--- config.mk ---
export PLATFORM = sky130hd
export DESIGN_NAME = data_ram_address_generator
export DESIGN_NICKNAME = d
export VERILOG_FILES = /design/src/hdl/loop_pointer_update.v /design/src/hdl/ram_addr_decode.v /design/src/hdl/data_ram_address_generator.v
export VERILOG_INCLUDE_DIRS = /design/src /design/src/hdl
export SDC_FILE = /design/constraint.sdc
export NUM_CORES = 1
export LEC_CHECK = 0
export BUFFER_PORTS_ARGS = -buffer_cell sky130_fd_sc_hd__buf_2
export CAP_MARGIN = 20
export CORE_MARGIN = 2
export CORE_UTILIZATION = 41
export DETAILED_ROUTE_END_ITERATION = 10
export GPL_TIMING_DRIVEN = 0
export PLACE_DENSITY = 0.68
export SLEW_MARGIN = 0
export SYNTH_ARGS = -nofsm -noshare
export SYNTH_HDL_FRONTEND = slang
export SYNTH_SLANG_ARGS = --single-unit
--- constraint.sdc ---
create_clock -name core_clk -period 4.55 [get_ports core_clk]
set_input_delay 0.2275 -clock core_clk [delete_from_list [all_inputs] [get_ports core_clk]]
set_output_delay 0.2275 -clock core_clk [all_outputs]
set_load 0.005 [all_outputs]
--- src/hdl/ram_agen_defs.vh ---
// Constants for the data RAM address generator.
// Included by every design file of the block; definitions only.
`ifndef RAM_AGEN_DEFS_VH
`define RAM_AGEN_DEFS_VH

// Pointer field layout
`define FLD_SEL_LSB      0
`define FLD_SEL_MSB      1
`define FLD_MOD_LSB      2
`define FLD_MOD_MSB      3
`define SEL_SHORT_DIRECT 2'h3
`define MOD_NONE         2'h0
`define MOD_INC          2'h1
`define MOD_DEC_LOOP     2'h2
`define MOD_INC_LOOP     2'h3

// Instruction bank bit
`define INSTR_BANK_BIT   8

// Status word fields
`define SR_LOOP_LSB      0
`define SR_LOOP_MSB      2
`define SR_PAGE_LSB      3
`define SR_PAGE_MSB      4

// Direct address bank bit (256..511 is bank 1)
`define DIRECT_BANK_BIT  8

// Access kinds
`define OP_IDLE          3'h0
`define OP_REGIND        3'h1
`define OP_DIRECT        3'h2
`define OP_MEMIND        3'h3
`define OP_ACCIND        3'h4
`define OP_SIMM          3'h5
`define OP_LIMM          3'h6

// Accumulator bits used as program address
`define ACC_ADDR_LSB     8
`define ACC_ADDR_MSB     23

// Reset values
`define PTR_RESET        8'h00
`define PM_RESET         16'h0000

// Memory-indirect sequencing
`define MI_IDLE          4'h1
`define MI_FETCH         4'h2
`define MI_READ          4'h4
`define MI_WRITE         4'h8

`endif

--- src/hdl/loop_pointer_update.v ---
// Next value of one ram pointer under the coded update.
// Purely combinational; the caller stores the result.
`include "ram_agen_defs.vh"

module loop_pointer_update (
	ptr_in,
	mod_code,
	loop_size_field,
	ptr_out
);
	input  wire [7:0] ptr_in;
	input  wire [1:0] mod_code;
	input  wire [2:0] loop_size_field;
	output reg  [7:0] ptr_out;

	reg [7:0] wrap_mask;
	reg [7:0] stepped;

	always @* begin
		// Code 000 means 256: the whole pointer wraps
		wrap_mask = (loop_size_field == 3'h0) ? 8'hff : ((8'h01 << loop_size_field) - 8'h01);
		stepped   = 8'h00;
		ptr_out   = ptr_in;
		case (mod_code)
			`MOD_NONE: begin
				ptr_out = ptr_in;
			end
			`MOD_INC: begin
				ptr_out = ptr_in + 8'h01;
			end
			`MOD_DEC_LOOP: begin
				stepped = ptr_in - 8'h01;
				ptr_out = (ptr_in & ~wrap_mask) | (stepped & wrap_mask);
			end
			`MOD_INC_LOOP: begin
				stepped = ptr_in + 8'h01;
				ptr_out = (ptr_in & ~wrap_mask) | (stepped & wrap_mask);
			end
			default: begin
				ptr_out = ptr_in;
			end
		endcase
	end
endmodule // loop_pointer_update

--- src/hdl/ram_addr_decode.v ---
// Decodes a pointer field into pointer index or short-form address.
// Combinational; inputs come from the instruction decoder.
`include "ram_agen_defs.vh"

module ram_addr_decode (
	ptr_field,
	bank_bit,
	page_bits,
	use_short,
	ptr_index,
	short_addr
);
	input  wire [3:0] ptr_field;
	input  wire       bank_bit;
	input  wire [1:0] page_bits;
	output wire       use_short;
	output wire [2:0] ptr_index;
	output wire [8:0] short_addr;

	wire [1:0] sel;
	assign sel        = ptr_field[`FLD_SEL_MSB:`FLD_SEL_LSB];
	assign use_short  = (sel == `SEL_SHORT_DIRECT);
	// Bank bit picks the upper pointer set
	assign ptr_index  = {1'b0, sel} + (bank_bit ? 3'h3 : 3'h0);
	// Bank bit on top, then page bits over field upper bits: lowest sixteen words of each bank only
	assign short_addr = {bank_bit, 4'h0, page_bits, ptr_field[`FLD_MOD_MSB:`FLD_MOD_LSB]};
endmodule // ram_addr_decode

--- src/hdl/data_ram_address_generator.v ---
// Data RAM and program-memory data address generator.
// Assumes the decoder holds op inputs for one cycle per request and
// that the RAM returns read data in the same cycle as ram_rd_ff.
`include "ram_agen_defs.vh"

module data_ram_address_generator (
	core_clk,
	rst_b,
	op_valid,
	op_kind,
	op_write,
	instr_word,
	operand_word,
	status_word,
	acc_value,
	ram_rd_data,
	busy_ff,
	ram_addr_ff,
	ram_rd_ff,
	ram_wr_ff,
	ram_wr_data_ff,
	acc_xfer_ff,
	pm_addr_ff,
	pm_rd_ff,
	ptr_flat_ff
);
	input  wire        core_clk;
	input  wire        rst_b;
	input  wire        op_valid;
	input  wire [2:0]  op_kind;
	input  wire        op_write;
	input  wire [15:0] instr_word;
	input  wire [15:0] operand_word;
	input  wire [15:0] status_word;
	input  wire [23:0] acc_value;
	input  wire [15:0] ram_rd_data;
	output reg         busy_ff;
	output reg  [8:0]  ram_addr_ff;
	output reg         ram_rd_ff;
	output reg         ram_wr_ff;
	output reg  [15:0] ram_wr_data_ff;
	output reg         acc_xfer_ff;
	output reg  [15:0] pm_addr_ff;
	output reg         pm_rd_ff;
	output reg  [47:0] ptr_flat_ff;

	// Six pointers, index 0..2 bank 0, 3..5 bank 1
	reg  [7:0] ram_pointer_ff [0:5];
	reg  [7:0] nxt_ram_pointer [0:5];
	reg  [3:0] mi_state_ff;
	reg  [3:0] nxt_mi_state;
	reg  [8:0] mi_addr_ff;
	reg  [8:0] nxt_mi_addr;

	wire [3:0] ptr_field;
	wire       bank_bit;
	wire       use_short;
	wire [2:0] ptr_index;
	wire [8:0] short_addr;
	wire [7:0] cur_ptr;
	wire [7:0] upd_ptr;
	wire [8:0] ind_addr;
	wire [2:0] simm_index;
	wire       take;

	assign ptr_field  = instr_word[3:0];
	assign bank_bit   = instr_word[`INSTR_BANK_BIT];
	// Short immediate names its pointer in bits 10:9 of the word
	assign simm_index = {1'b0, instr_word[10:9]} + (bank_bit ? 3'h3 : 3'h0);
	assign take       = op_valid && !busy_ff;

	ram_addr_decode u_decode (
		.ptr_field  (ptr_field),
		.bank_bit   (bank_bit),
		.page_bits  (status_word[`SR_PAGE_MSB:`SR_PAGE_LSB]),
		.use_short  (use_short),
		.ptr_index  (ptr_index),
		.short_addr (short_addr)
	);

	assign cur_ptr = ram_pointer_ff[ptr_index];

	loop_pointer_update u_update (
		.ptr_in          (cur_ptr),
		.mod_code        (ptr_field[`FLD_MOD_MSB:`FLD_MOD_LSB]),
		.loop_size_field (status_word[`SR_LOOP_MSB:`SR_LOOP_LSB]),
		.ptr_out         (upd_ptr)
	);

	// Pointer value addresses its own bank's word
	assign ind_addr = use_short ? short_addr : {bank_bit, cur_ptr};

	integer i;

	always @* begin
		for (i = 0; i < 6; i = i + 1) begin
			nxt_ram_pointer[i] = ram_pointer_ff[i];
		end
		nxt_mi_state = mi_state_ff;
		nxt_mi_addr  = mi_addr_ff;
		case (mi_state_ff)
			`MI_IDLE: begin
				if (take) begin
					if ((op_kind == `OP_REGIND || op_kind == `OP_MEMIND) && !use_short) begin
						nxt_ram_pointer[ptr_index] = upd_ptr;
					end
					if (op_kind == `OP_SIMM) begin
						nxt_ram_pointer[simm_index] = operand_word[7:0];
					end
					if (op_kind == `OP_MEMIND) begin
						nxt_mi_addr  = ind_addr;
						nxt_mi_state = `MI_FETCH;
					end
				end
			end
			`MI_FETCH: begin
				nxt_mi_state = `MI_READ;
			end
			`MI_READ: begin
				nxt_mi_state = `MI_WRITE;
			end
			`MI_WRITE: begin
				nxt_mi_state = `MI_IDLE;
			end
			default: begin
				nxt_mi_state = `MI_IDLE;
			end
		endcase
	end

	genvar g;
	generate
		for (g = 0; g < 6; g = g + 1) begin : g_ptr
			always @(posedge core_clk) begin
				if (!rst_b) begin
					ram_pointer_ff[g] <= `PTR_RESET;
				end else begin
					ram_pointer_ff[g] <= nxt_ram_pointer[g];
				end
			end
		end
	endgenerate

	always @(posedge core_clk) begin
		if (!rst_b) begin
			mi_state_ff    <= `MI_IDLE;
			mi_addr_ff     <= 9'h000;
			busy_ff        <= 1'b0;
			ram_addr_ff    <= 9'h000;
			ram_rd_ff      <= 1'b0;
			ram_wr_ff      <= 1'b0;
			ram_wr_data_ff <= 16'h0000;
			acc_xfer_ff    <= 1'b0;
			pm_addr_ff     <= `PM_RESET;
			pm_rd_ff       <= 1'b0;
		end else begin
			mi_state_ff <= nxt_mi_state;
			mi_addr_ff  <= nxt_mi_addr;
			busy_ff     <= (nxt_mi_state != `MI_IDLE);
			ram_rd_ff   <= 1'b0;
			ram_wr_ff   <= 1'b0;
			acc_xfer_ff <= 1'b0;
			pm_rd_ff    <= 1'b0;
			case (mi_state_ff)
				`MI_IDLE: begin
					if (take) begin
						case (op_kind)
							`OP_REGIND: begin
								ram_addr_ff <= ind_addr;
								ram_rd_ff   <= !op_write;
								ram_wr_ff   <= op_write;
								ram_wr_data_ff <= operand_word;
							end
							`OP_DIRECT: begin
								// Bit 8 of the address is the bank
								ram_addr_ff <= instr_word[8:0];
								ram_rd_ff   <= !op_write;
								ram_wr_ff   <= op_write;
								ram_wr_data_ff <= acc_value[`ACC_ADDR_MSB:`ACC_ADDR_LSB];
								acc_xfer_ff <= 1'b1;
							end
							`OP_MEMIND: begin
								ram_addr_ff <= ind_addr;
								ram_rd_ff   <= 1'b1;
							end
							`OP_ACCIND: begin
								pm_addr_ff <= acc_value[`ACC_ADDR_MSB:`ACC_ADDR_LSB];
								pm_rd_ff   <= 1'b1;
							end
							`OP_LIMM: begin
								// Memory target uses indirect address
								ram_addr_ff    <= ind_addr;
								ram_wr_ff      <= op_write;
								ram_wr_data_ff <= operand_word;
							end
							default: begin
								ram_rd_ff <= 1'b0;
							end
						endcase
					end
				end
				`MI_FETCH: begin
					// RAM word now on ram_rd_data
					pm_addr_ff <= ram_rd_data;
					pm_rd_ff   <= 1'b1;
				end
				`MI_READ: begin
					ram_addr_ff    <= mi_addr_ff;
					ram_wr_ff      <= 1'b1;
					ram_wr_data_ff <= pm_addr_ff + 16'h0001;
				end
				default: begin
					ram_wr_ff <= 1'b0;
				end
			endcase
		end
	end

	// Pointers exported so decode can read them as registers
	always @(posedge core_clk) begin
		if (!rst_b) begin
			ptr_flat_ff <= 48'h000000000000;
		end else begin
			ptr_flat_ff <= {nxt_ram_pointer[5], nxt_ram_pointer[4], nxt_ram_pointer[3],
					nxt_ram_pointer[2], nxt_ram_pointer[1], nxt_ram_pointer[0]};
		end
	end
endmodule // data_ram_address_generator

**Word level (Yosys, flattened, before mapping)**

Memories as Yosys holds them, arrays and structs flattened.
Cells that the tools add are included.

- Register bits: 107
- Latch bits: 0
- Bits in writable memories: 48
- Memory bits (read-only): 0
- Bits of input ports: 95
- Output and inout port bits: 94
- Logic and storage cells: 120
- Memories kept: 1

Memory list:

| memory | words | width | read ports | clocked after Yosys merged registers in | wr ports | line | text |
|---|---|---|---|---|---|---|---|
| ram_pointer_ff | 6 | 8 | 7 | 0 | 6 | data_ram_address_generator.v:48 | `reg [7:0] ram_pointer_ff [0:5];` |

- Add/subtract/negate cells: 6
- Multiply operators: 0
- Div/mod/pow operators: 0
- Order comparisons: 4
- Eq/ne operators: 18
- Shift-type cells: 1
- Multiplexer cells: 44
- Bitwise gates (word level): 14
- Reductions and logical operators: 21

Operators with widths:

| operator | count |
|---|---|
| $mux W48 | 6 |
| $bwmux W48 | 2 |
| $pmux W16 S2 | 3 |
| $mux W8 | 10 |
| $demux W8 S3 | 2 |
| $mux W16 | 3 |
| $pmux W9 S2 | 2 |
| $pmux W8 S4 | 1 |
| $and A8 B8 Y8 | 3 |
| $add A16 B1 Y16 const B | 1 |
| $or A8 B8 Y8 | 2 |
| $sub A8 B1 Y8 const B | 2 |
| $reduce_and A3 Y1 | 5 |
| $pmux W4 S3 | 1 |
| $eq A3 B3 Y1 const B | 3 |
| $mux W9 | 1 |
| $add A8 B1 Y8 const B | 1 |
| $ge A4 B4 Y1 const B | 2 |
| $lt A4 B1 Y1 const B | 2 |
| $mux W4 | 2 |
| $not A3 Y4 | 2 |
| $not A8 Y8 | 1 |
| $shl A1 B3 Y8 const A | 1 |
| $mux W1 | 7 |
| other kinds (22) | 43 |

**Logic depth before layout (Yosys ltp)**

- Word-level depth: 16
- Mapped depth: 17

**Cells and area by module**

From an unflattened synthesis, not the netlist that was laid out.

- Cell total of the unflattened synthesis: 787
- Area total of the unflattened synthesis: 6825.3 um^2

Modules (own cells, without submodules):

| module | instances | cells an instance | area an instance (um^2) | seq. area each (um^2) |
|---|---|---|---|---|
| data_ram_address_generator | 1 | 713 | 6337.3 | 2142.1 |
| loop_pointer_update | 1 | 56 | 359.1 | 0.0 |
| ram_addr_decode | 1 | 18 | 128.9 | 0.0 |

**Worst setup path before layout**

Ideal clock, no wire load.

- Path kind: input-to-reg
- Start: in instr_word[0]
- End: reg ptr_flat_ff[46]
- Setup time: 0.131 ns
- Arrival time: 3.226 ns
- Path slack: 1.193 ns
- Stages on the path: 15
- Path buffers: 2
- Cell sequence: ha_1 inv_1 fa_1 buf_6 buf_6 mux2_4 mux4_2 inv_1 ha_1 nand3b_1 nand2b_1 nor4b_1 o22ai_1 xnor2_1 a21oi_1

- Cells in the longest elaborated chain, start to end: 14
- Elaborated cells between the ends (all ways): 27

RTL lines:

| what | line | text |
|---|---|---|
| from (decl) | data_ram_address_generator.v:32 | `input wire [15:0] instr_word;` |
| $add A2 B3 Y3 | ram_addr_decode.v:24 | `assign ptr_index = {1'b0, sel} + (bank_bit ? 3'h3 : 3'h0);` |
| $mem_v2 Z6 W8 or $not A3 Y4 (tied branches) | -- |  |
| $add A8 B1 Y8, or another cell as far along | loop_pointer_update.v:29, loop_pointer_update.v:36 |  |
| $and A8 B8 Y8, or another cell as far along | loop_pointer_update.v:37 | `ptr_out = (ptr_in & ~wrap_mask) \| (stepped & wrap_mask);` |
| $or A8 B8 Y8, or another cell as far along | loop_pointer_update.v:37 |  |
| $pmux W8 S4 or $demux W8 S3 (tied branches) | loop_pointer_update.v:24, data_ram_address_generator.v:105 |  |
| $bwmux W48 | data_ram_address_generator.v:105 | `nxt_ram_pointer[ptr_index] = upd_ptr;` |
| $mux W48 (*) | data_ram_address_generator.v:104 | `` if ((op_kind == `OP_REGIND \|\| op_kind == `OP_MEMIND) && !use_short) begin `` |
| $mux W48 (*) | data_ram_address_generator.v:103 | `if (take) begin` |
| $mux W48 (*) | data_ram_address_generator.v:101 | `case (mi_state_ff)` |
| $bwmux W48 | data_ram_address_generator.v:108 | `nxt_ram_pointer[simm_index] = operand_word[7:0];` |
| $mux W48 (*) | data_ram_address_generator.v:107 | `` if (op_kind == `OP_SIMM) begin `` |
| $mux W48 (*) | data_ram_address_generator.v:103 |  |
| $mux W48 (*) | data_ram_address_generator.v:101 |  |
| to (signal assigned) | data_ram_address_generator.v:224 | `ptr_flat_ff <= {nxt_ram_pointer[5], nxt_ram_pointer[4], nxt_ram_pointer[3],` |
| to (decl) | data_ram_address_generator.v:45 | `output reg [47:0] ptr_flat_ff;` |

Mark *: on every way between the ends. The rest lies on a longest branch, timed or not. The select of a mux whose other input is x is not followed.
A chain may end at the register's enable or synchronous reset.

**Worst setup path after layout**

- Start: in instr_word[8]
- End: reg ptr_flat_ff[46]

- Cells in the longest elaborated chain, start to end: 15
- Elaborated cells between the ends (all ways): 32

RTL lines:

| what | line |
|---|---|
| $mux W2 (*) | ram_addr_decode.v:24, data_ram_address_generator.v:69 |
| $add A2 B3 Y3 | ram_addr_decode.v:24 |
| $mem_v2 Z6 W8 or $not A3 Y4 (tied branches) | -- |
| $add A8 B1 Y8, or another cell as far along | loop_pointer_update.v:29, loop_pointer_update.v:36 |
| $and A8 B8 Y8, or another cell as far along | loop_pointer_update.v:37 |
| $or A8 B8 Y8, or another cell as far along | loop_pointer_update.v:37 |
| $pmux W8 S4 or $demux W8 S3 (tied branches) | loop_pointer_update.v:24, data_ram_address_generator.v:105 |
| $bwmux W48 | data_ram_address_generator.v:105 |
| $mux W48 | data_ram_address_generator.v:104 |
| $mux W48 | data_ram_address_generator.v:103 |
| $mux W48 | data_ram_address_generator.v:101 |
| $bwmux W48 | data_ram_address_generator.v:108 |
| $mux W48 (*) | data_ram_address_generator.v:107 |
| $mux W48 (*) | data_ram_address_generator.v:103 |
| $mux W48 (*) | data_ram_address_generator.v:101 |

Marks and branches as above.

==> flow_metrics.py <==
metrics = {
    "clock_tree": {
        "post_cts_buffers": 0,
        "cts_buffers": 9,
        "cts_num_sinks": 107,
        "ctsResizeCount": 0,
        "hold_buffers": 0,
        "htree_levels": 3,
        "cts_tree": "built",
        "root_buffer": "clkbuf_16",
        "clk_pin_slew_ns": 0.07,
        "clk_latency_ns": 0.36,
        "clock_path_buffers": 2,
    },
    "worst_setup_path": {
        "crit_required_ns": 4.77,
        "crit_chain": "buf_2 -> ha_1 -> inv_1 -> fa_1 -> buf_6 -> buf_6 -> mux2_4 -> mux4_2 -> inv_1 -> ha_1 -> nand3b_1 -> nand2b_1 -> nor4b_1 -> o22ai_1 -> xnor2_1 -> a21oi_1",
        "cp.arrival_ns": 4.05,
        "crit_type": "primary input to register",
        "end_kind": "register",
        "cp_max_fo": 10,
        "path_buf_inv": 5,
        "crit_path_start_kind": "primary input",
        "max_stage_delay_ns": 0.60,
        "critPathSlowestCell": "mux4_2",
        "crit_family": "multiplexers",
    },
    "finish": {
        "final_common_cell": "buf_2",
        "area_growth_pct": 22.40,
        "final_cell_count_no_fill": 1097,
        "finalInstanceArea_sq_um": 7472,
        "drive_gt1_share_pct": 22.59,
        "n_fill_cell": 1463,
        "final_cell_mix": "buf_2, dfxtp_1, nor2_1, a21oi_1, nand2_1",
        "multi_input_area_sq_um": 3696,
        "finalCoreUtilization_pct": 51.41,
        "seq_area_sq_um": 2142,
        "fin_nets": 1010,
    },
    "synth": {
        "yosysTopAreaCellShare_pct": 35.09,
        "synth_cell_types": 58,
        "synthCells": 735,
        "avgSynthCellArea_sq_um": 8.306,
        "synthFlopType": "dfxtp_1",
        "synth_area_leader_cell": "dfxtp_1",
        "synthArstFlopShare_pct": 0,
        "synth_seq_cells": 107,
        "synth-edff-count": 0,
        "synth_fp_nets": 837,
        "ys_top_cells_by_area": "dfxtp_1, a211oi_1, mux2i_1, a21oi_1, nor2_1",
        "ys_warn_count": 0,
        "synth.cell_area_sq_um": 6105,
        "ys_seq_area_share_pct": 35.09,
    },
    "die": {
        "rows": 44,
        "die_w_um": 126.0,
        "dieArea_sq_um": 15880,
        "fp.dieH_um": 126.0,
        "initial_utilization_pct": 42.00,
        "core_area_sq_um": 14530,
        "ioPinCount": 189,
    },
    "global_routing": {
        "antenna_found_initial": 0,
        "grt_pass1_wl_um": 33720,
        "global_route.overflow_total": 0,
        "grt_max_degree": 17,
        "grt_util_all_layers_pct": 26.90,
        "grt_pass1_vias": 6046,
    },
    "drt": {
        "first_pass_iters": 6,
        "drt_wl_total_um": 21880,
        "wire_per_inst_um": 19.95,
        "via_count": 6572,
        "drcViolationCount": 0,
        "vias_per_cell": 5.991,
        "drt_iter0_markers": 780,
        "ant_nets": 0,
    },
    "place": {
        "place_congestion": 0.9754,
        "place_hpwl_um": 16680,
        "dpl_cell_area_sq_um": 7152,
        "io_buffers": 162,
        "dp.cells": 1081,
    },
    "run": {
        "cap_violations": 0,
    },
    "timing": {
        "finalSetupViolCount": 0,
        "finalCritPeriodShare_pct": 84.15,
        "setup_tns_ns": 0,
        "finalClockSkew_ns": 0.008806,
        "finalMaxSlewViolations": 0,
        "relSlewSlack_pct": 27.54,
        "max_slew.worst_pin.slew_ns": 1.077,
        "fmax_mhz": 261.2,
        "hold_viol": 0,
        "rsz0062_at_grt": "false",
        "period_needed_ns": 3.829,
    },
    "power": {
        "p_int_mw": 1.602,
        "comb_power_share_pct": 17.2,
        "power.density_nw_per_um2": 297.6,
        "peakVddDrop_mv": 0.1922,
        "switching_share_pct": 27.99,
        "pwr-share-clk_pct": 38.6,
        "power_leakage_nw": 3.189,
        "switchingPower_mw": 0.6225,
        "p_seq_share_pct": 44.2,
    },
    "worst_hold_path": {
        "hp-class": "primary input to register",
    },
    "run_status": {
        "outcome": "finished, final reports clean",
    },
}
## worst paths after layout
kind	slack [ns]	startpoint	depth (start not counted)	endpoint
min	0.15	ram_rd_data[9]	3	pm_addr_ff[9]
max reg2reg	1.41	ptr_flat_ff[1]	10	ptr_flat_ff[46]
min reg2reg	0.46	mi_addr_ff[8]	2	mi_addr_ff[8]
max	0.72	instr_word[8]	16	ptr_flat_ff[46]
## registers in the layout, indices dropped and copies added, names as in the netlist
register        count
mi_state_ff         4
pm_addr_ff         16
mi_addr_ff          9
acc_xfer_ff         1
ram_addr_ff         9
pm_rd_ff            1
ram_wr_ff           1
ram_wr_data_ff     16
busy_ff             1
ptr_flat_ff        48
ram_rd_ff           1
## power groups by stage
stage	Clock (mW)	Sequential, mW	Combinational, mW
after floorplan	0	1.00	0.226
after global placement	0	1.00	0.372
after detailed placement	0	1.00	0.373
after CTS	0.864	0.983	0.375
after global routing	0.901	0.986	0.416
final	0.858	0.983	0.383
## area by class of cell
cell class	instances	area share (%)
Clock inverter	4	1.005
Antenna cell	1	0.03349
Timing Repair Buffer	162	10.85
Sequential cell	107	28.67
Clock buffer	11	3.248
Tap cell	184	3.081
Multi-Input combinational cell	560	49.46
Inverter	15	0.7535
Buffer	53	2.897
## worst register-to-register path, cell delays in order, from the launching register on
cell and delay (ns):
dfxtp_1 0.35, mux2_1 0.29, mux4_2 0.61, inv_1 0.15, ha_1 0.16, nand3b_1 0.09
nand2b_1 0.18, nor4b_1 0.28, o22ai_1 0.18, xnor2_1 0.56, a21oi_1 0.16
## cells in the mapped netlist (6+ instances only)
| library cell | number |
|---|---|
| a21oi_1 | 69 |
| nor2_1 | 83 |
| and2_1 | 14 |
| dfxtp_1 | 107 |
| o21ai_0 | 41 |
| o221ai_1 | 28 |
| nand3_1 | 17 |
| a211oi_1 | 56 |
| nor3b_1 | 7 |
| inv_1 | 14 |
| xnor2_1 | 10 |
| clkbuf_1 | 46 |
| mux2i_1 | 38 |
| o22ai_1 | 10 |
| xor2_1 | 11 |
| and3_1 | 7 |
| mux2_2 | 9 |
| a221oi_1 | 9 |
| nand4_1 | 6 |
| mux4_2 | 7 |
| nand2b_1 | 6 |
| nor3_1 | 13 |
| nand2_1 | 57 |
## per-stage QoR
step	hold WS [ns]	worst slack, ns	power, mW
CTS	0.1458	0.8480	2.221
floorplan	0.3635	1.193	1.229
detailed placement	0.4488	0.4928	1.378
global placement	0.4447	0.4773	1.376
finish	0.1517	0.7210	2.224
global route	0.1608	0.5176	2.303
## metal layers
metal / global-route usage [%] / wire length, um / vias up
li1: - / - / 3098
met1: 38.48 / 9701 / 3067
met2: 40.83 / 9723 / 364
met5: 0 / 0 / -
met4: 9.050 / 604 / 0
met3: 5.013 / 1851 / 43
## cells by family after synthesis
kind of cell             Yosys count  synth area share (%)
multiplexers                      58                 11.38
adder cells (fa/ha/maj)            8                 1.845
buffers and inverters             68                 4.468
flip-flops                       107                 35.09
AND/OR/NAND/NOR                  230                 18.06
XOR/XNOR                          21                 3.013
AO/OA/AOI/OAI                    243                 26.15
No activity file was read; power rests on OpenSTA's default activity.
